==> src/core/tpc_pkg.sv <==
/*
  Constants, register map and state types for the 10 Mbps twisted-pair control block.
  Assumes a 200 MHz core clock and an analog front end that hands over decoded bits.
*/
// How it works
// Line carries Manchester data; link pulses go out whenever MII transmit is idle.
// Scrambler and descrambler stay inactive in 10 Mbps twisted-pair mode.
// Stripping mode hides the preamble; valid data starts with nibbles 5 then D.
// Stripping mode raises carrier sense together with SFD recognition.
// Pass-through mode delivers the preamble, raising data valid and carrier sense together.
// Loopback returns every transmitted nibble, preamble included, to the receive side.
// Carrier sense rises on valid preamble and falls on end-of-frame; in stripping mode the code raises it only at SFD recognition.
// Alignment option drops carrier sense together with data valid.
// One to four dribble bits still deliver a nibble, padded with ones.
// Five to seven dribble bits drop the second partial nibble.
// With integrity test on, transmit only while link pulses or data keep arriving.
// Integrity-test override lets transmit pass regardless of link pulses.
// Lost pulses declare link failure and restart auto-negotiation when enabled; the code skips the restart while the integrity-test override is set.
// Heartbeat off after reset; when enabled COL pulses 5-15 bit times after transmit.
// Transmission outlasting the jabber timer shuts off transmit and loopback.
// Jabber ends after the unjabber interval; a config bit disables jabber.
// Eight inverted link pulses or four inverted end markers flip receive polarity.
// No pulses or data for the receive time-out resets polarity to normal.
// No fiber port at 10 Mbps.
// Link-up shows in two status bits.
// Negotiation done, speed and duplex show in status bits.
// Jabber and unjabber durations are parameters.
package tpc_pkg;
  localparam int CLK_NS        = 5;
  localparam int BIT_NS        = 100;
  localparam int BIT_CYC       = (BIT_NS + CLK_NS - 1) / CLK_NS;
  localparam int SQE_BT        = 10;
  localparam int SQE_CYC       = SQE_BT * BIT_CYC;
  localparam int CYC_PER_MS    = 1000000 / CLK_NS;
  localparam int RX_TO_MS      = 96;
  localparam int RX_TO_CYC     = RX_TO_MS * CYC_PER_MS;
  localparam int LINK_LOSS_MS  = 100;
  localparam int LINK_LOSS_CYC = LINK_LOSS_MS * CYC_PER_MS;
  localparam int JAB_MS        = 20;
  localparam int JAB_CYC       = JAB_MS * CYC_PER_MS;
  localparam int UNJAB_MS      = 500;
  localparam int UNJAB_CYC     = UNJAB_MS * CYC_PER_MS;
  localparam int PULSE_INV_N   = 8;
  localparam int EOF_INV_N     = 4;

  localparam logic [7:0]  CFG_OFS  = 8'h00;
  localparam logic [7:0]  STAT_OFS = 8'h04;
  localparam logic [31:0] CFG_RST  = 32'h0000_0002;
  localparam int CFG_LOOP = 0;
  localparam int CFG_ANEN = 1;
  localparam int CFG_PRE  = 5;
  localparam int CFG_CRSA = 7;
  localparam int CFG_SQE  = 9;
  localparam int CFG_JABD = 10;
  localparam int CFG_LITD = 14;
  localparam int ST_POL   = 0;
  localparam int ST_JAB   = 1;
  localparam int ST_LINK  = 2;
  localparam int ST_AND   = 7;
  localparam int ST_FDX   = 9;
  localparam int ST_LINK2 = 10;
  localparam int ST_SPD   = 14;

  localparam logic [1:0] RESP_OKAY   = 2'h0;
  localparam logic [1:0] RESP_DECERR = 2'h3;
  localparam logic [3:0] SFD_LO      = 4'h5;
  localparam logic [3:0] SFD_HI      = 4'hD;

  typedef enum logic [1:0]
  {
    RX_IDLE  = 2'b00,
    RX_HUNT  = 2'b01,
    RX_DATA  = 2'b10,
    RX_FLUSH = 2'b11
  } tpc_rx_st_t;
endpackage : tpc_pkg

==> src/core/tpc_rx_path.sv <==
/*
  Receive nibble path: preamble strip or pass, carrier sense, dribble handling.
  Assumes bits arrive LSB first, polarity corrected, with frames byte aligned.
*/
`timescale 1ns/100ps
module tpc_rx_path
  import tpc_pkg::*;
(
  input  wire logic       clk_i,
  input  wire logic       rst_n_i,
  input  wire logic       bit_stb_i,
  input  wire logic       bit_i,
  input  wire logic       active_i,
  input  wire logic       pass_pre_i,
  input  wire logic       crs_align_i,
  output logic [3:0]      rxd_o,
  output logic            rx_dv_o,
  output logic            crs_o,
  output logic            nib_stb_o
);
  tpc_rx_st_t st;
  logic [3:0] shift;
  logic [3:0] prev;
  logic [3:0] held;
  logic       held_v;
  logic [2:0] bcnt;
  logic [3:0] next_nib;

  function automatic logic [3:0] pad_ones(input logic [3:0] s, input logic [1:0] k);
    logic [3:0] r;
    r = 4'hF;
    case (k)
      2'd1:    r = {3'h7, s[3]};
      2'd2:    r = {2'h3, s[3:2]};
      2'd3:    r = {1'b1, s[3:1]};
      default: r = 4'hF;
    endcase
    return r;
  endfunction : pad_ones

  assign next_nib = {bit_i, shift[3:1]};

  always_ff @(posedge clk_i or negedge rst_n_i)
  begin
    if (!rst_n_i)
    begin
      st        <= RX_IDLE;
      shift     <= 4'h0;
      prev      <= 4'h0;
      held      <= 4'h0;
      held_v    <= 1'b0;
      bcnt      <= 3'h0;
      rxd_o     <= 4'h0;
      rx_dv_o   <= 1'b0;
      crs_o     <= 1'b0;
      nib_stb_o <= 1'b0;
    end
    else
    begin
      nib_stb_o <= 1'b0;
      case (st)
        RX_IDLE:
        begin
          bcnt   <= 3'h0;
          held_v <= 1'b0;
          prev   <= 4'h0;
          if (active_i)
            st <= pass_pre_i ? RX_DATA : RX_HUNT;
        end
        RX_HUNT:
        begin
          if (!active_i)
            st <= RX_IDLE;
          else if (bit_stb_i)
          begin
            shift <= next_nib;
            bcnt  <= bcnt + 3'h1;
            if (bcnt[1:0] == 2'h3)
            begin
              prev <= next_nib;
              if (next_nib == SFD_HI && prev == SFD_LO)
              begin
                st        <= RX_DATA;
                rxd_o     <= SFD_LO;
                rx_dv_o   <= 1'b1;
                crs_o     <= 1'b1;
                nib_stb_o <= 1'b1;
                held      <= next_nib;
                held_v    <= 1'b1;
              end
            end
          end
        end
        RX_DATA:
        begin
          if (!active_i)
          begin
            st <= RX_FLUSH;
            if (!crs_align_i)
              crs_o <= 1'b0;
          end
          else if (bit_stb_i)
          begin
            shift <= next_nib;
            bcnt  <= bcnt + 3'h1;
            if (bcnt[1:0] == 2'h3)
            begin
              held   <= next_nib;
              held_v <= 1'b1;
              if (held_v)
              begin
                rxd_o     <= held;
                rx_dv_o   <= 1'b1;
                crs_o     <= 1'b1;
                nib_stb_o <= 1'b1;
              end
            end
          end
        end
        RX_FLUSH:
        begin
          if (held_v)
          begin
            rxd_o     <= held;
            nib_stb_o <= rx_dv_o;
            held      <= pad_ones(shift, bcnt[1:0]);
            held_v    <= (bcnt[1:0] != 2'h0) && !bcnt[2];
            bcnt      <= 3'h0;
          end
          else
          begin
            st      <= RX_IDLE;
            rx_dv_o <= 1'b0;
            crs_o   <= 1'b0;
          end
        end
        default: st <= RX_IDLE;
      endcase
    end
  end
endmodule : tpc_rx_path

==> src/core/tpc_polarity.sv <==
/*
  Receive polarity detector with idle time-out.
  Assumes pulse and end-marker inversion flags come from the raw line comparator.
*/
`timescale 1ns/100ps
module tpc_polarity
  import tpc_pkg::*;
#(
  parameter int RX_TO = RX_TO_CYC
)
(
  input  wire logic clk_i,
  input  wire logic rst_n_i,
  input  wire logic pulse_i,
  input  wire logic pulse_inv_i,
  input  wire logic eof_i,
  input  wire logic eof_inv_i,
  input  wire logic active_i,
  output logic      pol_inv_o
);
  logic [3:0]  pcnt;
  logic [2:0]  ecnt;
  logic [31:0] idle_cnt;

  always_ff @(posedge clk_i or negedge rst_n_i)
  begin
    if (!rst_n_i)
    begin
      pcnt <= 4'h0;
      ecnt <= 3'h0;
    end
    else
    begin
      if (pulse_i)
        pcnt <= pulse_inv_i ? ((pcnt == 4'(PULSE_INV_N)) ? pcnt : pcnt + 4'h1) : 4'h0;
      if (eof_i)
        ecnt <= eof_inv_i ? ((ecnt == 3'(EOF_INV_N)) ? ecnt : ecnt + 3'h1) : 3'h0;
    end
  end

  always_ff @(posedge clk_i or negedge rst_n_i)
  begin
    if (!rst_n_i)
      idle_cnt <= 32'h0;
    else if (pulse_i || active_i)
      idle_cnt <= 32'h0;
    else if (idle_cnt != 32'(RX_TO - 1))
      idle_cnt <= idle_cnt + 32'h1;
  end

  always_ff @(posedge clk_i or negedge rst_n_i)
  begin
    if (!rst_n_i)
      pol_inv_o <= 1'b0;
    else if ((pulse_i && pulse_inv_i && pcnt == 4'(PULSE_INV_N - 1)) ||
             (eof_i && eof_inv_i && ecnt == 3'(EOF_INV_N - 1)))
      pol_inv_o <= 1'b1;
    else if (idle_cnt == 32'(RX_TO - 2) && !pulse_i && !active_i)
      pol_inv_o <= 1'b0;
  end
endmodule : tpc_polarity

==> src/core/tpc_top.sv <==
/*
  10 Mbps twisted-pair control: MII receive/transmit steering, link integrity,
  heartbeat, jabber, loopback and polarity, with an AXI4-Lite register slave.
  Assumes a front end that decodes Manchester bits and flags pulses and end markers.
*/
`timescale 1ns/100ps
module tpc_top
  import tpc_pkg::*;
#(
  parameter int RX_TO     = RX_TO_CYC,
  parameter int LINK_LOSS = LINK_LOSS_CYC,
  parameter int JAB       = JAB_CYC,
  parameter int UNJAB     = UNJAB_CYC
)
(
  input  wire logic        clk_i,
  input  wire logic        rstn_i,
  input  wire logic [7:0]  s_axi_awaddr_i,
  input  wire logic        s_axi_awvalid_i,
  output logic             s_axi_awready_o,
  input  wire logic [31:0] s_axi_wdata_i,
  input  wire logic [3:0]  s_axi_wstrb_i,
  input  wire logic        s_axi_wvalid_i,
  output logic             s_axi_wready_o,
  output logic [1:0]       s_axi_bresp_o,
  output logic             s_axi_bvalid_o,
  input  wire logic        s_axi_bready_i,
  input  wire logic [7:0]  s_axi_araddr_i,
  input  wire logic        s_axi_arvalid_i,
  output logic             s_axi_arready_o,
  output logic [31:0]      s_axi_rdata_o,
  output logic [1:0]       s_axi_rresp_o,
  output logic             s_axi_rvalid_o,
  input  wire logic        s_axi_rready_i,
  input  wire logic        ln_bit_stb_i,
  input  wire logic        ln_bit_i,
  input  wire logic        ln_active_i,
  input  wire logic        ln_pulse_i,
  input  wire logic        ln_pulse_inv_i,
  input  wire logic        ln_eof_i,
  input  wire logic        ln_eof_inv_i,
  output logic             ln_tx_en_o,
  output logic [3:0]       ln_txd_o,
  output logic             ln_lp_en_o,
  output logic             scram_en_o,
  output logic             fiber_en_o,
  input  wire logic        mii_tx_en_i,
  input  wire logic [3:0]  mii_txd_i,
  output logic [3:0]       mii_rxd_o,
  output logic             mii_rx_dv_o,
  output logic             mii_rx_stb_o,
  output logic             mii_crs_o,
  output logic             mii_col_o,
  input  wire logic        an_done_i,
  input  wire logic        an_fdx_i,
  input  wire logic        an_spd_i,
  output logic             an_restart_o
);
  logic        rst_q1;
  logic        rst_n;
  logic [31:0] cfg;
  logic [31:0] stat;
  logic        aw_v;
  logic        w_v;
  logic [7:0]  aw_a;
  logic [31:0] w_d;
  logic [3:0]  w_s;
  logic        link_ok;
  logic [31:0] link_cnt;
  logic        jabber;
  logic [31:0] tx_cnt;
  logic [31:0] unjab_cnt;
  logic        tx_en_q;
  logic [7:0]  sqe_cnt;
  logic        pol_inv;
  logic        tx_permit;
  logic        loop_on;
  logic [3:0]  rp_rxd;
  logic        rp_dv;
  logic        rp_crs;
  logic        rp_stb;

  function automatic logic [1:0] reg_sel(input logic [7:0] a);
    logic [1:0] r;
    r = 2'h2;
    if (a[7:2] == CFG_OFS[7:2])
      r = 2'h0;
    else if (a[7:2] == STAT_OFS[7:2])
      r = 2'h1;
    return r;
  endfunction : reg_sel

  always_ff @(posedge clk_i or negedge rstn_i)
  begin
    if (!rstn_i)
    begin
      rst_q1 <= 1'b0;
      rst_n  <= 1'b0;
    end
    else
    begin
      rst_q1 <= 1'b1;
      rst_n  <= rst_q1;
    end
  end

  // Write channel
  assign s_axi_awready_o = !aw_v && !s_axi_bvalid_o;
  assign s_axi_wready_o  = !w_v && !s_axi_bvalid_o;

  always_ff @(posedge clk_i or negedge rst_n)
  begin
    if (!rst_n)
    begin
      aw_v           <= 1'b0;
      w_v            <= 1'b0;
      aw_a           <= 8'h00;
      w_d            <= 32'h0;
      w_s            <= 4'h0;
      cfg            <= CFG_RST;
      s_axi_bvalid_o <= 1'b0;
      s_axi_bresp_o  <= RESP_OKAY;
    end
    else
    begin
      if (s_axi_awvalid_i && s_axi_awready_o)
      begin
        aw_v <= 1'b1;
        aw_a <= s_axi_awaddr_i;
      end
      if (s_axi_wvalid_i && s_axi_wready_o)
      begin
        w_v <= 1'b1;
        w_d <= s_axi_wdata_i;
        w_s <= s_axi_wstrb_i;
      end
      if (aw_v && w_v)
      begin
        aw_v           <= 1'b0;
        w_v            <= 1'b0;
        s_axi_bvalid_o <= 1'b1;
        s_axi_bresp_o  <= (reg_sel(aw_a) == 2'h2) ? RESP_DECERR : RESP_OKAY;
        if (reg_sel(aw_a) == 2'h0)
          for (int i = 0; i < 4; i++)
            if (w_s[i])
              cfg[i*8 +: 8] <= w_d[i*8 +: 8];
      end
      else if (s_axi_bvalid_o && s_axi_bready_i)
        s_axi_bvalid_o <= 1'b0;
    end
  end

  // Read channel
  assign s_axi_arready_o = !s_axi_rvalid_o;

  always_comb
  begin
    stat           = 32'h0;
    stat[ST_POL]   = pol_inv;
    stat[ST_JAB]   = jabber;
    stat[ST_LINK]  = link_ok;
    stat[ST_LINK2] = link_ok;
    stat[ST_AND]   = an_done_i;
    stat[ST_FDX]   = an_fdx_i;
    stat[ST_SPD]   = an_spd_i;
  end

  always_ff @(posedge clk_i or negedge rst_n)
  begin
    if (!rst_n)
    begin
      s_axi_rvalid_o <= 1'b0;
      s_axi_rdata_o  <= 32'h0;
      s_axi_rresp_o  <= RESP_OKAY;
    end
    else if (s_axi_arvalid_i && s_axi_arready_o)
    begin
      s_axi_rvalid_o <= 1'b1;
      s_axi_rresp_o  <= (reg_sel(s_axi_araddr_i) == 2'h2) ? RESP_DECERR : RESP_OKAY;
      case (reg_sel(s_axi_araddr_i))
        2'h0:    s_axi_rdata_o <= cfg;
        2'h1:    s_axi_rdata_o <= stat;
        default: s_axi_rdata_o <= 32'h0;
      endcase
    end
    else if (s_axi_rready_i)
      s_axi_rvalid_o <= 1'b0;
  end

  // Link integrity and failure
  always_ff @(posedge clk_i or negedge rst_n)
  begin
    if (!rst_n)
    begin
      link_ok      <= 1'b0;
      link_cnt     <= 32'h0;
      an_restart_o <= 1'b0;
    end
    else
    begin
      an_restart_o <= 1'b0;
      if (ln_pulse_i || ln_active_i)
      begin
        link_ok  <= 1'b1;
        link_cnt <= 32'h0;
      end
      else if (link_ok && link_cnt == 32'(LINK_LOSS - 1))
      begin
        link_ok      <= 1'b0;
        link_cnt     <= 32'h0;
        an_restart_o <= cfg[CFG_ANEN] && !cfg[CFG_LITD];
      end
      else if (link_ok)
        link_cnt <= link_cnt + 32'h1;
    end
  end

  assign tx_permit = cfg[CFG_LITD] || link_ok;
  assign loop_on   = cfg[CFG_LOOP] && !jabber;

  // Jabber watch
  always_ff @(posedge clk_i or negedge rst_n)
  begin
    if (!rst_n)
    begin
      jabber    <= 1'b0;
      tx_cnt    <= 32'h0;
      unjab_cnt <= 32'h0;
    end
    else
    begin
      tx_cnt    <= (mii_tx_en_i && !jabber) ? tx_cnt + 32'h1 : 32'h0;
      unjab_cnt <= (jabber && !mii_tx_en_i) ? unjab_cnt + 32'h1 : 32'h0;
      if (cfg[CFG_JABD])
        jabber <= 1'b0;
      else if (mii_tx_en_i && !jabber && tx_cnt == 32'(JAB - 1))
        jabber <= 1'b1;
      else if (jabber && !mii_tx_en_i && unjab_cnt == 32'(UNJAB - 1))
        jabber <= 1'b0;
    end
  end

  // Line transmit, link pulses, fixed modes
  always_ff @(posedge clk_i or negedge rst_n)
  begin
    if (!rst_n)
    begin
      ln_tx_en_o <= 1'b0;
      ln_txd_o   <= 4'h0;
      ln_lp_en_o <= 1'b0;
      tx_en_q    <= 1'b0;
    end
    else
    begin
      ln_tx_en_o <= mii_tx_en_i && tx_permit && !jabber && !cfg[CFG_LOOP];
      ln_txd_o   <= mii_txd_i;
      ln_lp_en_o <= !mii_tx_en_i;
      tx_en_q    <= mii_tx_en_i;
    end
  end

  assign scram_en_o = 1'b0;
  assign fiber_en_o = 1'b0;

  // Heartbeat and collision
  always_ff @(posedge clk_i or negedge rst_n)
  begin
    if (!rst_n)
    begin
      sqe_cnt   <= 8'h00;
      mii_col_o <= 1'b0;
    end
    else
    begin
      if (tx_en_q && !mii_tx_en_i && cfg[CFG_SQE])
        sqe_cnt <= 8'(SQE_CYC);
      else if (sqe_cnt != 8'h00)
        sqe_cnt <= sqe_cnt - 8'h01;
      mii_col_o <= (cfg[CFG_SQE] && ((tx_en_q && !mii_tx_en_i) || sqe_cnt > 8'h01)) ||
                   (mii_tx_en_i && ln_active_i && !cfg[CFG_LOOP] && !an_fdx_i);
    end
  end

  tpc_polarity #(
    .RX_TO       (RX_TO)
  ) u_pol (
    .clk_i       (clk_i),
    .rst_n_i     (rst_n),
    .pulse_i     (ln_pulse_i),
    .pulse_inv_i (ln_pulse_inv_i),
    .eof_i       (ln_eof_i),
    .eof_inv_i   (ln_eof_inv_i),
    .active_i    (ln_active_i),
    .pol_inv_o   (pol_inv)
  );

  tpc_rx_path u_rx (
    .clk_i       (clk_i),
    .rst_n_i     (rst_n),
    .bit_stb_i   (ln_bit_stb_i),
    .bit_i       (ln_bit_i ^ pol_inv),
    .active_i    (ln_active_i && !cfg[CFG_LOOP]),
    .pass_pre_i  (cfg[CFG_PRE]),
    .crs_align_i (cfg[CFG_CRSA]),
    .rxd_o       (rp_rxd),
    .rx_dv_o     (rp_dv),
    .crs_o       (rp_crs),
    .nib_stb_o   (rp_stb)
  );

  // MII receive side, loopback steering
  always_ff @(posedge clk_i or negedge rst_n)
  begin
    if (!rst_n)
    begin
      mii_rxd_o    <= 4'h0;
      mii_rx_dv_o  <= 1'b0;
      mii_rx_stb_o <= 1'b0;
      mii_crs_o    <= 1'b0;
    end
    else if (cfg[CFG_LOOP])
    begin
      mii_rxd_o    <= mii_txd_i;
      mii_rx_dv_o  <= loop_on && mii_tx_en_i;
      mii_rx_stb_o <= loop_on && mii_tx_en_i;
      mii_crs_o    <= loop_on && mii_tx_en_i;
    end
    else
    begin
      mii_rxd_o    <= rp_rxd;
      mii_rx_dv_o  <= rp_dv;
      mii_rx_stb_o <= rp_stb;
      mii_crs_o    <= rp_crs || (mii_tx_en_i && !an_fdx_i);
    end
  end
endmodule : tpc_top

==> config.mk <==
export PLATFORM = sky130hd
export DESIGN_NAME = tpc_top
export DESIGN_NICKNAME = d
export VERILOG_FILES = /design/src/core/tpc_pkg.sv /design/src/core/tpc_rx_path.sv /design/src/core/tpc_polarity.sv /design/src/core/tpc_top.sv
export SDC_FILE = /design/constraint.sdc
export NUM_CORES = 1
export LEC_CHECK = 0
export BUFFER_PORTS_ARGS = -buffer_cell sky130_fd_sc_hd__buf_2
export CAP_MARGIN = 5
export CORE_MARGIN = 3
export CORE_UTILIZATION = 54
export CTS_CLUSTER_SIZE = 12
export DETAILED_ROUTE_END_ITERATION = 10
export PLACE_DENSITY = 0.86
export SYNTH_ARGS = -nofsm -noshare
export SYNTH_HDL_FRONTEND = slang
export SYNTH_SLANG_ARGS = --single-unit
==> constraint.sdc <==
create_clock -name clk_i -period 9.6 [get_ports clk_i]
set_clock_uncertainty 0.1 [all_clocks]
set_input_delay 1.92 -clock clk_i [delete_from_list [all_inputs] [get_ports clk_i]]
set_output_delay 1.92 -clock clk_i [all_outputs]
set_load 0.005 [all_outputs]
==> results of run 1 <==
[power breakdown]
| part | leakage (nW) | switching [W] | internal, W | total, W |
|---|---|---|---|---|
| sequential | 3.97 | 0.000166 | 0.00149 | 0.00166 |
| combinational | 2.54 | 0.000327 | 0.000328 | 0.000654 |
| clock | 0.425 | 0.000462 | 0.000595 | 0.00106 |
[flip-flops by register name, summed over array words and instances (netlist names), 6 cells and up]
register and cells:
s_axi_rdata_o 32, u_pol.idle_cnt 32, w_d 32, unjab_cnt 32, cfg 32, aw_a 6
link_cnt 32, sqe_cnt 8, tx_cnt 32
[layout make-up]
type,instances,area [sq um]
sequential,300,7510
timing repair buffer,134,706
antenna,2,5.00
inverter,43,161
tap,330,413
fill,1949,9560
clock inverter,4,31.3
multi-input combinational,899,6040
clock buffer,41,832
[logic make-up (layout without fill, tap and decap cells)]
family	after synthesis	after routing	synth area share (%)
fa+ha+maj	21	21	1.88
flops	300	300	53.8
simple gates	504	504	18.7
other cells	2	5	0.0539
mux	102	102	8.08
buf+inv	96	222	2.91
xor+xnor	99	99	6.22
compound gates	170	170	8.32
[cell usage in the layout (no fill, tap or decap), types with 41 or more instances in the layout]
| master | count |
|---|---|
| buf_2 | 125 |
| mux2_2 | 85 |
| nand3_1 | 57 |
| inv_1 | 43 |
| dfrtp_1 | 298 |
| nand2_1 | 94 |
| nand4_1 | 41 |
| o21ai_0 | 53 |
| xnor2_1 | 50 |
| xor2_1 | 49 |
| nor2_1 | 136 |
[worst max-delay path, delay by kind of cell, from the launching register on]
kind                   cells  cell delay (ns)
flip-flops                 1             0.42
buffers and inverters      1             0.15
AND/OR/NAND/NOR            1             0.18
[per-layer routing]
layer  track usage [%]  routed length (microns)
met2              36.5                    15000
met1              28.9                    12600
met3              3.66                     2010
met5                 0                       13
met4              5.60                      751
[metrics by stage]
stage | std cells | setup slack [ns] | hold slack (ns) | utilization, % | cell area (sq um)
6_report | 1753 | 6.28 | 0.147 | 62.2 | 15700
5_1_grt | 1753 | 6.13 | 0.178 | 62.2 | 15700
4_1_cts | 1751 | 6.25 | 0.160 | 62.1 | 15700
3_5_place_dp | 1706 | 5.75 | 0.160 | 58.7 | 14800
3_3_place_gp | 1706 | 5.77 | 0.151 | 58.7 | 14800
2_1_floorplan | 1295 | 0.522 | 0.231 | - | 13900
[worst max path at each step]
stage / from / to / depth (start not counted)
after floorplan: rst_n / an_restart_o / 0
after global placement: ln_active_i / link_cnt[11] / 7
after detailed placement: ln_pulse_i / link_cnt[17] / 7
after CTS: aw_v / s_axi_awready_o / 2
after global routing: ln_pulse_i / link_cnt[17] / 7
final: aw_v / s_axi_awready_o / 2
==> impl_results.md, run 1 <==
- Layout cells sized above 1: 19.6%
- # resized after CTS: 0
- Core area: 25300 sq um
- Outcome: finished, final reports clean
- Largest net degree at the start of global routing: 209
- Vias/cell: 5.92
- Top cell type by total area after synthesis: dfrtp_1
- Max-Slew Margin vs Limit: 27.5%
- Die footprint: 27800 sq um
- Grt total ovfl: 0
- Final setup viols: 0
- Reg2Reg Setup Slack: 7.04 ns
- Startpoint types: register
- Tightest Pin Transition: 1.09 ns
- F_max: 301 MHz
- Crit Path Class: reg -> out
- Unrepaired setup endpoints after global routing: false
- Critical-path maximum fanout: 4
- Pwr Total: 0.00337 W
- Die X-Extent: 167 microns
- Most frequent cell after synthesis: dfrtp_1
- Worst Setup End Kind: output pin
- Post-Route WL: 30400 microns
- Max VDD drop: 0.239 mV
- Clock sink total: 300
- Clock transition at path regs: 0.06 ns
- FF-to-FF End: cfg[6]
- Post-CTS Hold Fix Bufs: 0
- Num CTS Buffers: 30
- DRC viols: 0
- CTS max path bufs: 3
- Hold WC Path Type: reg -> async
- Final #Nets: 1503
- Row Count: 58
- Final Wtd Congestion: 0.890
- R2R cell count: 4
- Area share of the leading cell type in the synthesized netlist: 53.7%
- Power Density: 215 nW/um^2
- Initial core utilization: 55.2%
- H-tree Lvls: 1
- Initial DRC count: 863
- Unique masters post-synth: 69
- Critical path's slowest cell: dfrtp_1
- Async S/R FF share, synth: 100%
- Synthesized area per cell: 10.8 sq um
- P&R area growth vs syn: 12.6%
- Max Cap Violations: 0
- First-pass GRT wire length: 50400 microns
- Vias: 10400
- Arrival time worst endpoint: 1.30 ns
- CTS tree: yes
- Die H: 167 microns
- Cell-by-cell listing of the critical path: nor2_1 > buf_2
- EDFF count, synth: 0
- Number of global-route vias before repair: 10200
- Count of final hold-check violations: 0
- Post-DRT Antenna Nets: 0
- Detailed Routing Iterations Pass 1: 5
- Worst reg2reg path startpoint: aw_a[5]
- Routed len/inst: 17.4 microns
- Clk_lat worst skew: 0.56 ns
- Io pins: 132
- Final Cycle Share: 34.6%
- Worst path max stage delay: 0.42 ns
- Leak: 6.94 nW
- Worst Path Required: 7.58 ns
- Ys Warns: 0
- Synth Flop Type: dfrtp_1
- Sequential fraction of the synthesis area: 53.8%
- Top cells by area, synth: dfrtp_1 54%, mux2_2 6.9%, nor2_1 3.7%, xnor2_1 3.1%, xor2_1 3.1%
- Setup TNS: 0 ns
- Post-CTS setup buffers: 0
- Mapped Area: 13900 sq um
- Seq cells post-synth: 300
- Fin crit period: 3.32 ns
- Hpwl dp: 20200 microns
- IO buf count: 125
- Cells after synthesis: 1294
- Most frequent cells after synthesis: 299 x dfrtp_1, 137 x nor2_1, 94 x nand2_1, 85 x mux2_2, 57 x nand3_1
- Total track usage: 21.4%
- Initial antenna violation count: 3
- Root buf cell: clkbuf_16
- Final Max Slew Viols: 0
Power figures use the tool's default switching activity.
==> run 2, diff against run 1 <==
- ABC_AREA: unset -> 1
- CORE_UTILIZATION: 54 -> 55
- clock period: 9.6 -> 2.9 ns (I/O delays scaled with it)
==> impl_results.md, run 2 <==
- Most frequent cell after synthesis: nand2_1 (was dfrtp_1)
- Most frequent cells after synthesis: 554 x nand2_1, 320 x nor2_1, 299 x dfrtp_1, 219 x inv_1, 113 x nand3_1 (was 299 x dfrtp_1, 137 x nor2_1, 94 x nand2_1, 85 x mux2_2, 57 x nand3_1)
- Hpwl dp: 27000 microns (was 20200 microns)
- EDFF count, synth: 0 (unchanged)
- Final Max Slew Viols: 0 (unchanged)
- Cell Area, Placed: 16600 sq um (was 14800 sq um)
- DRC viols: 0 (unchanged)
- First-pass GRT wire length: 63500 microns (was 50400 microns)
- Vias/cell: 5.39 (was 5.92)
- Grt total ovfl: 0 (unchanged)
- Row Count: 60 (was 58)
- Vias: 13700 (was 10400)
- Initial core utilization: 56.8% (was 55.2%)
- Die X-Extent: 174 microns (was 167 microns)
- Final hold slack: 0.0930 ns (was 0.147 ns)
- Power Density: 668 nW/um^2 (was 215 nW/um^2)
- Final Cycle Share: 70.9%
- Detailed Routing Iterations Pass 1: 6 (was 5)
- Worst Path Required: 2.22 ns (was 7.58 ns)
- # resized after CTS: 0 (unchanged)
- Largest net degree at the start of global routing: 93 (was 209)
- Pwr Total: 0.0118 W (was 0.00337 W)
- Leak: 8.19 nW (was 6.94 nW)
- Ys Warns: 0 (unchanged)
- Max Cap Violations: 0 (unchanged)
- Synthesized area per cell: 7.70 sq um (was 10.8 sq um)
- Count of final hold-check violations: 0 (unchanged)
- Post-DRT Antenna Nets: 0 (unchanged)
- Final #Nets: 2247 (was 1503)
- CTS tree: yes (unchanged)
- Post-route cell area: 17700 sq um (was 15700 sq um)
- Place WS: 0.737 ns (was 5.75 ns)
- Inst Count DP: 2486 (was 1706)
- Total track usage: 25.0% (was 21.4%)
- Seq cells post-synth: 300 (unchanged)
- Layout cells sized above 1: 13.6% (was 19.6%)
- P&R area growth vs syn: 13.8% (was 12.6%)
- F_max: 487 MHz
- Arrival time worst endpoint: 1.37 ns (was 1.30 ns)
- H-tree Lvls: 2 (was 1)
- Cells after synthesis: 2015 (was 1294)
- Crit Path Class: reg -> out (unchanged)
- Critical Path Start: w_v (was aw_v)
- Mapped Area: 15500 sq um (was 13900 sq um)
- Synth Flop Type: dfrtp_1 (unchanged)
- Post-CTS setup buffers: 0 (unchanged)
- Final setup viols: 0 (unchanged)
- Hold path startpoint: mii_txd_i[3]
- Critical-path maximum fanout: 7 (was 4)
- Root buf cell: clkbuf_16 (unchanged)
- Io pins: 132 (unchanged)
- Worst reg2reg path startpoint: u_pol.idle_cnt[0] (was aw_a[5])
- Initial DRC count: 1130 (was 863)
- Die footprint: 30300 sq um (was 27800 sq um)
- Sequential fraction of the synthesis area: 48.4% (was 53.8%)
- Clock transition at path regs: 0.06 ns (about the same)
- IO buf count: 125 (unchanged)
- Fin crit period: 2.05 ns
- CTS max path bufs: 3 (unchanged)
- Post-CTS Hold Fix Bufs: 1 (was 0)
- Number of global-route vias before repair: 13200 (was 10200)
- Clk_lat worst skew: 0.52 ns (was 0.56 ns)
- Final setup margin: 0.845 ns (was 6.28 ns)
- Max-Slew Margin vs Limit: 56.0% (was 27.5%)
- Outcome: finished, final reports clean (unchanged)
- Top cell type by total area after synthesis: dfrtp_1 (unchanged)
- Max VDD drop: 0.616 mV (was 0.239 mV)
- Clock sink total: 300 (unchanged)
- Initial antenna violation count: 0 (was 3)
- Final Non-Filler Cells: 2546 (was 1753)
- Worst Setup End Kind: output pin (unchanged)
- Most common cell after layout, fill and taps aside: nand2_1 (was dfrtp_1)
- Post-Route WL: 37800 microns (was 30400 microns)
- Final Wtd Congestion: 0.932 (was 0.890)
- Num CTS Buffers: 35 (was 30)
- Startpoint types: register (unchanged)
- Async S/R FF share, synth: 100% (unchanged)
- Unique masters post-synth: 53 (was 69)
- Routed len/inst: 14.9 microns (was 17.4 microns)
- Unrepaired setup endpoints after global routing: false (unchanged)
- Tightest Pin Transition: 0.659 ns (was 1.09 ns)
- Die H: 174 microns (was 167 microns)
- Hold WC Path Type: in -> reg (was reg -> async)
- Top cells by area, synth: dfrtp_1 48%, nand2_1 13%, nor2_1 7.7%, inv_1 5.3%, nand3_1 3.6% (was dfrtp_1 54%, mux2_2 6.9%, nor2_1 3.7%, xnor2_1 3.1%, xor2_1 3.1%)
- Most frequent cells in the layout: 553 x nand2_1, 319 x nor2_1, 298 x dfrtp_1 (was 298 x dfrtp_1, 136 x nor2_1, 125 x buf_2)
- Area share of the leading cell type in the synthesized netlist: 48.2% (was 53.7%)
- Core area: 27300 sq um (was 25300 sq um)
-- run 2: changes by cell type after synthesis, sizes merged, moves of 18 or more --
cell	delta
o21ai	+39
clkbuf	-18
mux2	-75
inv	+186
xnor2	-47
a21oi	+57
nor2	+211
a22o	-34
and3	-20
xor2	-24
nor4	-34
nor3	+30
nand3	+73
nand2	+469
-- run 2: logic make-up after synthesis --
kind of cell,Yosys count,share of synthesized area (%)
and+or+nand+nor,1173,33.3
AOI/OAI and AO/OA,208,7.17
DFF,300,48.4
xor gates and xnor gates,28,1.58
adders and majority gates,21,1.69
buffers and inverters,273,7.10
muxes,10,0.726
other,2,0.0484
-- run 2: power breakdown --
group	switching, W	internal, W
clock	0.00172	0.00249
sequential	0.000467	0.00490
combinational	0.00141	0.000812
-- run 2: final timing paths --
check                                     end  slack, ns  depth (start not counted)
hold / removal                    ln_txd_o[3]       0.09                          1
setup reg to reg            u_pol.idle_cnt[1]       0.91                          8
min in group asynchronous       unjab_cnt[22]       0.25                          0
setup / recovery               s_axi_wready_o       0.85                          2
hold reg to reg                 unjab_cnt[22]       0.25                          0
max in group asynchronous  u_pol.idle_cnt[22]       1.57                          1
-- run 2: worst max-delay path, cell delays in order, from the launching register on --
cell	delay (ns)
dfrtp_1	0.49
nor2_1	0.21
buf_2	0.14
-- run 2: area by class of cell --
type	count	area [sq um]
tap	372	465
inverter	231	870
antenna	1	2.50
multi-input combinational	1443	6920
sequential	300	7510
clock inverter	9	98.8
timing repair buffer	141	798
fill	2278	9670
clock buffer	49	998
-- run 2: routing by layer --
metal	vias up	GRT usage, %	share of wire [%]	wire (microns)
li1	6689	-	-	-
met2	503	41.8	47	18000
met4	0	7.74	2.6	971
met3	87	4.87	7.5	2820
met5	-	0	0	0
met1	6449	33.3	42	16100
-- run 2: stage by stage --
| stage | setup TNS (ns) | util, % |
|---|---|---|
| floorplan | -54.95 | - |
| global placement | 0 | 60.6 |
| detailed placement | 0 | 60.6 |
| CTS | 0 | 64.6 |
| global route | 0 | 64.6 |
| finish | 0 | 64.6 |
==> run 3, diff against run 2 <==
- CORE_UTILIZATION: 55 -> 60
- PLACE_DENSITY: 0.86 -> 0.89
- clock period: 2.9 -> 1.97 ns (I/O delays scaled with it)
==> impl_results.md, run 3 (synthesis gave the netlist of run 2 again) <==
- Final #Nets: 2277 (was 2247)
- Most common cell after layout, fill and taps aside: nand2_1 (unchanged)
- Initial DRC count: 1321 (was 1130)
- Number of global-route vias before repair: 14000 (was 13200)
- FF/Latch Area: 7510 sq um (unchanged)
- Max-Slew Margin vs Limit: 54.0% (was 56.0%)
- Antenna cells: 0 (was 1)
- Clock sink total: 300 (unchanged)
- Count of final hold-check violations: 0 (unchanged)
- Worst reg2reg path startpoint: unjab_cnt[0] (was u_pol.idle_cnt[0])
- Fillers: 1927 (was 2278)
- DRT met1 WL: 16300 microns (was 16100 microns)
- CTS tree: yes (unchanged)
- Tightest Pin Transition: 0.689 ns (was 0.659 ns)
- Hold EP: aw_a[4] (was ln_txd_o[3])
- Reg2Reg Setup Slack: 0.11 ns (was 0.91 ns)
- IO buf count: 125 (unchanged)
- Vias: 14100 (was 13700)
- First-pass GRT wire length: 66800 microns (was 63500 microns)
- FF-to-FF End: unjab_cnt[24] (was u_pol.idle_cnt[1])
- Top sig layer: met5 (was met4)
- Core area: 25300 sq um (was 27300 sq um)
- Clock network power share: 35.4% (was 35.7%)
- Die X-Extent: 167 microns (was 174 microns)
- Clock transition at path regs: 0.06 ns (about the same)
- Vias/cell: 5.58 (was 5.39)
- Largest net degree at the start of global routing: 96 (was 93)
- Final Max Slew Viols: 0 (unchanged)
- H-tree Lvls: 2 (unchanged)
- Final hold slack: 0.00565 ns (was 0.0930 ns)
- DRC viols: 0 (unchanged)
- Hold WC Path Type: in -> reg (unchanged)
- Cell internal pwr: 0.0122 W (was 0.00820 W)
- Psw: 0.00541 W (was 0.00360 W)
- Io pins: 132 (unchanged)
- Fin util: 70.7% (was 64.6%)
- Clk_lat worst skew: 0.52 ns (about the same)
- Outcome: finished, final reports clean (unchanged)
- Sequential Power Share: 44.7% (was 45.5%)
- Root buf cell: clkbuf_16 (unchanged)
- DR WL met3: 2870 microns (was 2820 microns)
- Initial core utilization: 61.3% (was 56.8%)
- Leak: 8.35 nW (was 8.19 nW)
- Final Cycle Share: 94.3%
- Max Cap Violations: 0 (unchanged)
- P&R area growth vs syn: 15.5% (was 13.8%)
- Routed len/inst: 15.6 microns (was 14.9 microns)
- Final Wtd Congestion: 0.962 (was 0.932)
- Final setup viols: 0 (unchanged)
- Sw Ratio: 30.7% (was 30.5%)
- Detailed Routing Iterations Pass 1: 6 (unchanged)
- Power Density: 982 nW/um^2 (was 668 nW/um^2)
- Area of the multi-input gates: 6940 sq um (was 6920 sq um)
- Cell Area, Placed: 16700 sq um (was 16600 sq um)
- Total track usage: 28.6% (was 25.0%)
- Crit Path Class: reg -> reg (was reg -> out)
- Die H: 167 microns (was 174 microns)
- Worst Path Required: 2.26 ns (was 2.22 ns)
- Startpoint types: register (unchanged)
- Fin crit period: 1.86 ns
- Hold path depth: 2 (was 1)
- Hpwl dp: 28100 microns (was 27000 microns)
- Layout cells sized above 1: 14.7% (was 13.6%)
- Die footprint: 27800 sq um (was 30300 sq um)
- Most frequent cells in the layout: 552 x nand2_1, 318 x nor2_1, 298 x dfrtp_1 (was 553 x nand2_1, 319 x nor2_1, 298 x dfrtp_1)
- Arrival time worst endpoint: 2.14 ns (was 1.37 ns)
- Initial antenna violation count: 1 (was 0)
- Max VDD drop: 1.04 mV (was 0.616 mV)
- Post-route cell area: 17900 sq um (was 17700 sq um)
- R2R cell count: 8 (unchanged)
- DR WL met2: 19200 microns (was 18000 microns)
- F_max: 538 MHz
- Worst Setup End Kind: register (was output pin)
- Hold path startpoint: s_axi_awaddr_i[4] (was mii_txd_i[3])
- Post-Route WL: 39600 microns (was 37800 microns)
- Grt total ovfl: 0 (unchanged)
- CTS max path bufs: 3 (unchanged)
- Post-DRT Antenna Nets: 0 (unchanged)
- Num CTS Buffers: 34 (was 35)
- Row Count: 58 (was 60)
- Critical-path maximum fanout: 4 (was 7)
- Combinational share of power: 19.9% (was 18.8%)
[run 3: worst max-delay path by stage]
stage | start | to | slack [ns]
after global routing | unjab_cnt[0] | unjab_cnt[24] | -0.02
after detailed placement | unjab_cnt[0] | unjab_cnt[22] | 0.15
after global placement | unjab_cnt[0] | unjab_cnt[22] | 0.24
after floorplan | rst_n | an_restart_o | -1.12
final | unjab_cnt[0] | unjab_cnt[24] | 0.11
after CTS | aw_v | s_axi_awready_o | 0.12
[run 3: critical path, stage by stage, from the launching register on]
cell,delay (ns)
dfrtp_1,0.40
ha_2,0.23
nand2_1,0.07
inv_2,0.08
nand2_1,0.14
nor2_2,0.21
nand4_1,0.21
nor3b_2,0.22
nor2_1,0.06
[run 3: what timing repair did]
item	CTS	global route
setup buffers	0	0
hold buffers	12	0
resized for setup	0	8
endpoints found under the setup margin	0	10
hold endpoints to repair	14	0
[run 3: power groups by stage]
stage | Sequential [W] | Combinational (W) | Clock (W)
final | 0.00787 | 0.00349 | 0.00624
after global routing | 0.00797 | 0.00395 | 0.00658
after CTS | 0.00785 | 0.00348 | 0.00632
after detailed placement | 0.00793 | 0.00338 | 0
after global placement | 0.00786 | 0.00320 | 0
after floorplan | 0.00782 | 0.00238 | 0
[run 3: layout make-up]
cell class                 count  share of cell area, %
clock inverter                12                  0.719
sequential                   300                   41.9
inverter                     231                   4.85
clock buffer                  46                   5.40
multi-input combinational   1443                   38.7
timing repair buffer         172                   6.05
tap                          330                   2.30
[run 3: layer usage]
| metal | global-route usage, % | up-vias |
|---|---|---|
| met5 | 0 | - |
| met4 | 9.97 | 2 |
| met3 | 4.34 | 102 |
| met2 | 48.3 | 584 |
| met1 | 38.0 | 6694 |
| li1 | - | 6754 |
[run 3: metrics by stage]
stage	total power (W)	instances	setup TNS (ns)	worst slack, ns
2_1_floorplan	0.0102	2016	-331.59	-1.12
3_3_place_gp	0.0111	2464	0	0.240
3_5_place_dp	0.0113	2464	0	0.153
4_1_cts	0.0176	2534	0	0.117
5_1_grt	0.0185	2534	-0.0202	-0.0202
6_report	0.0176	2534	0	0.113
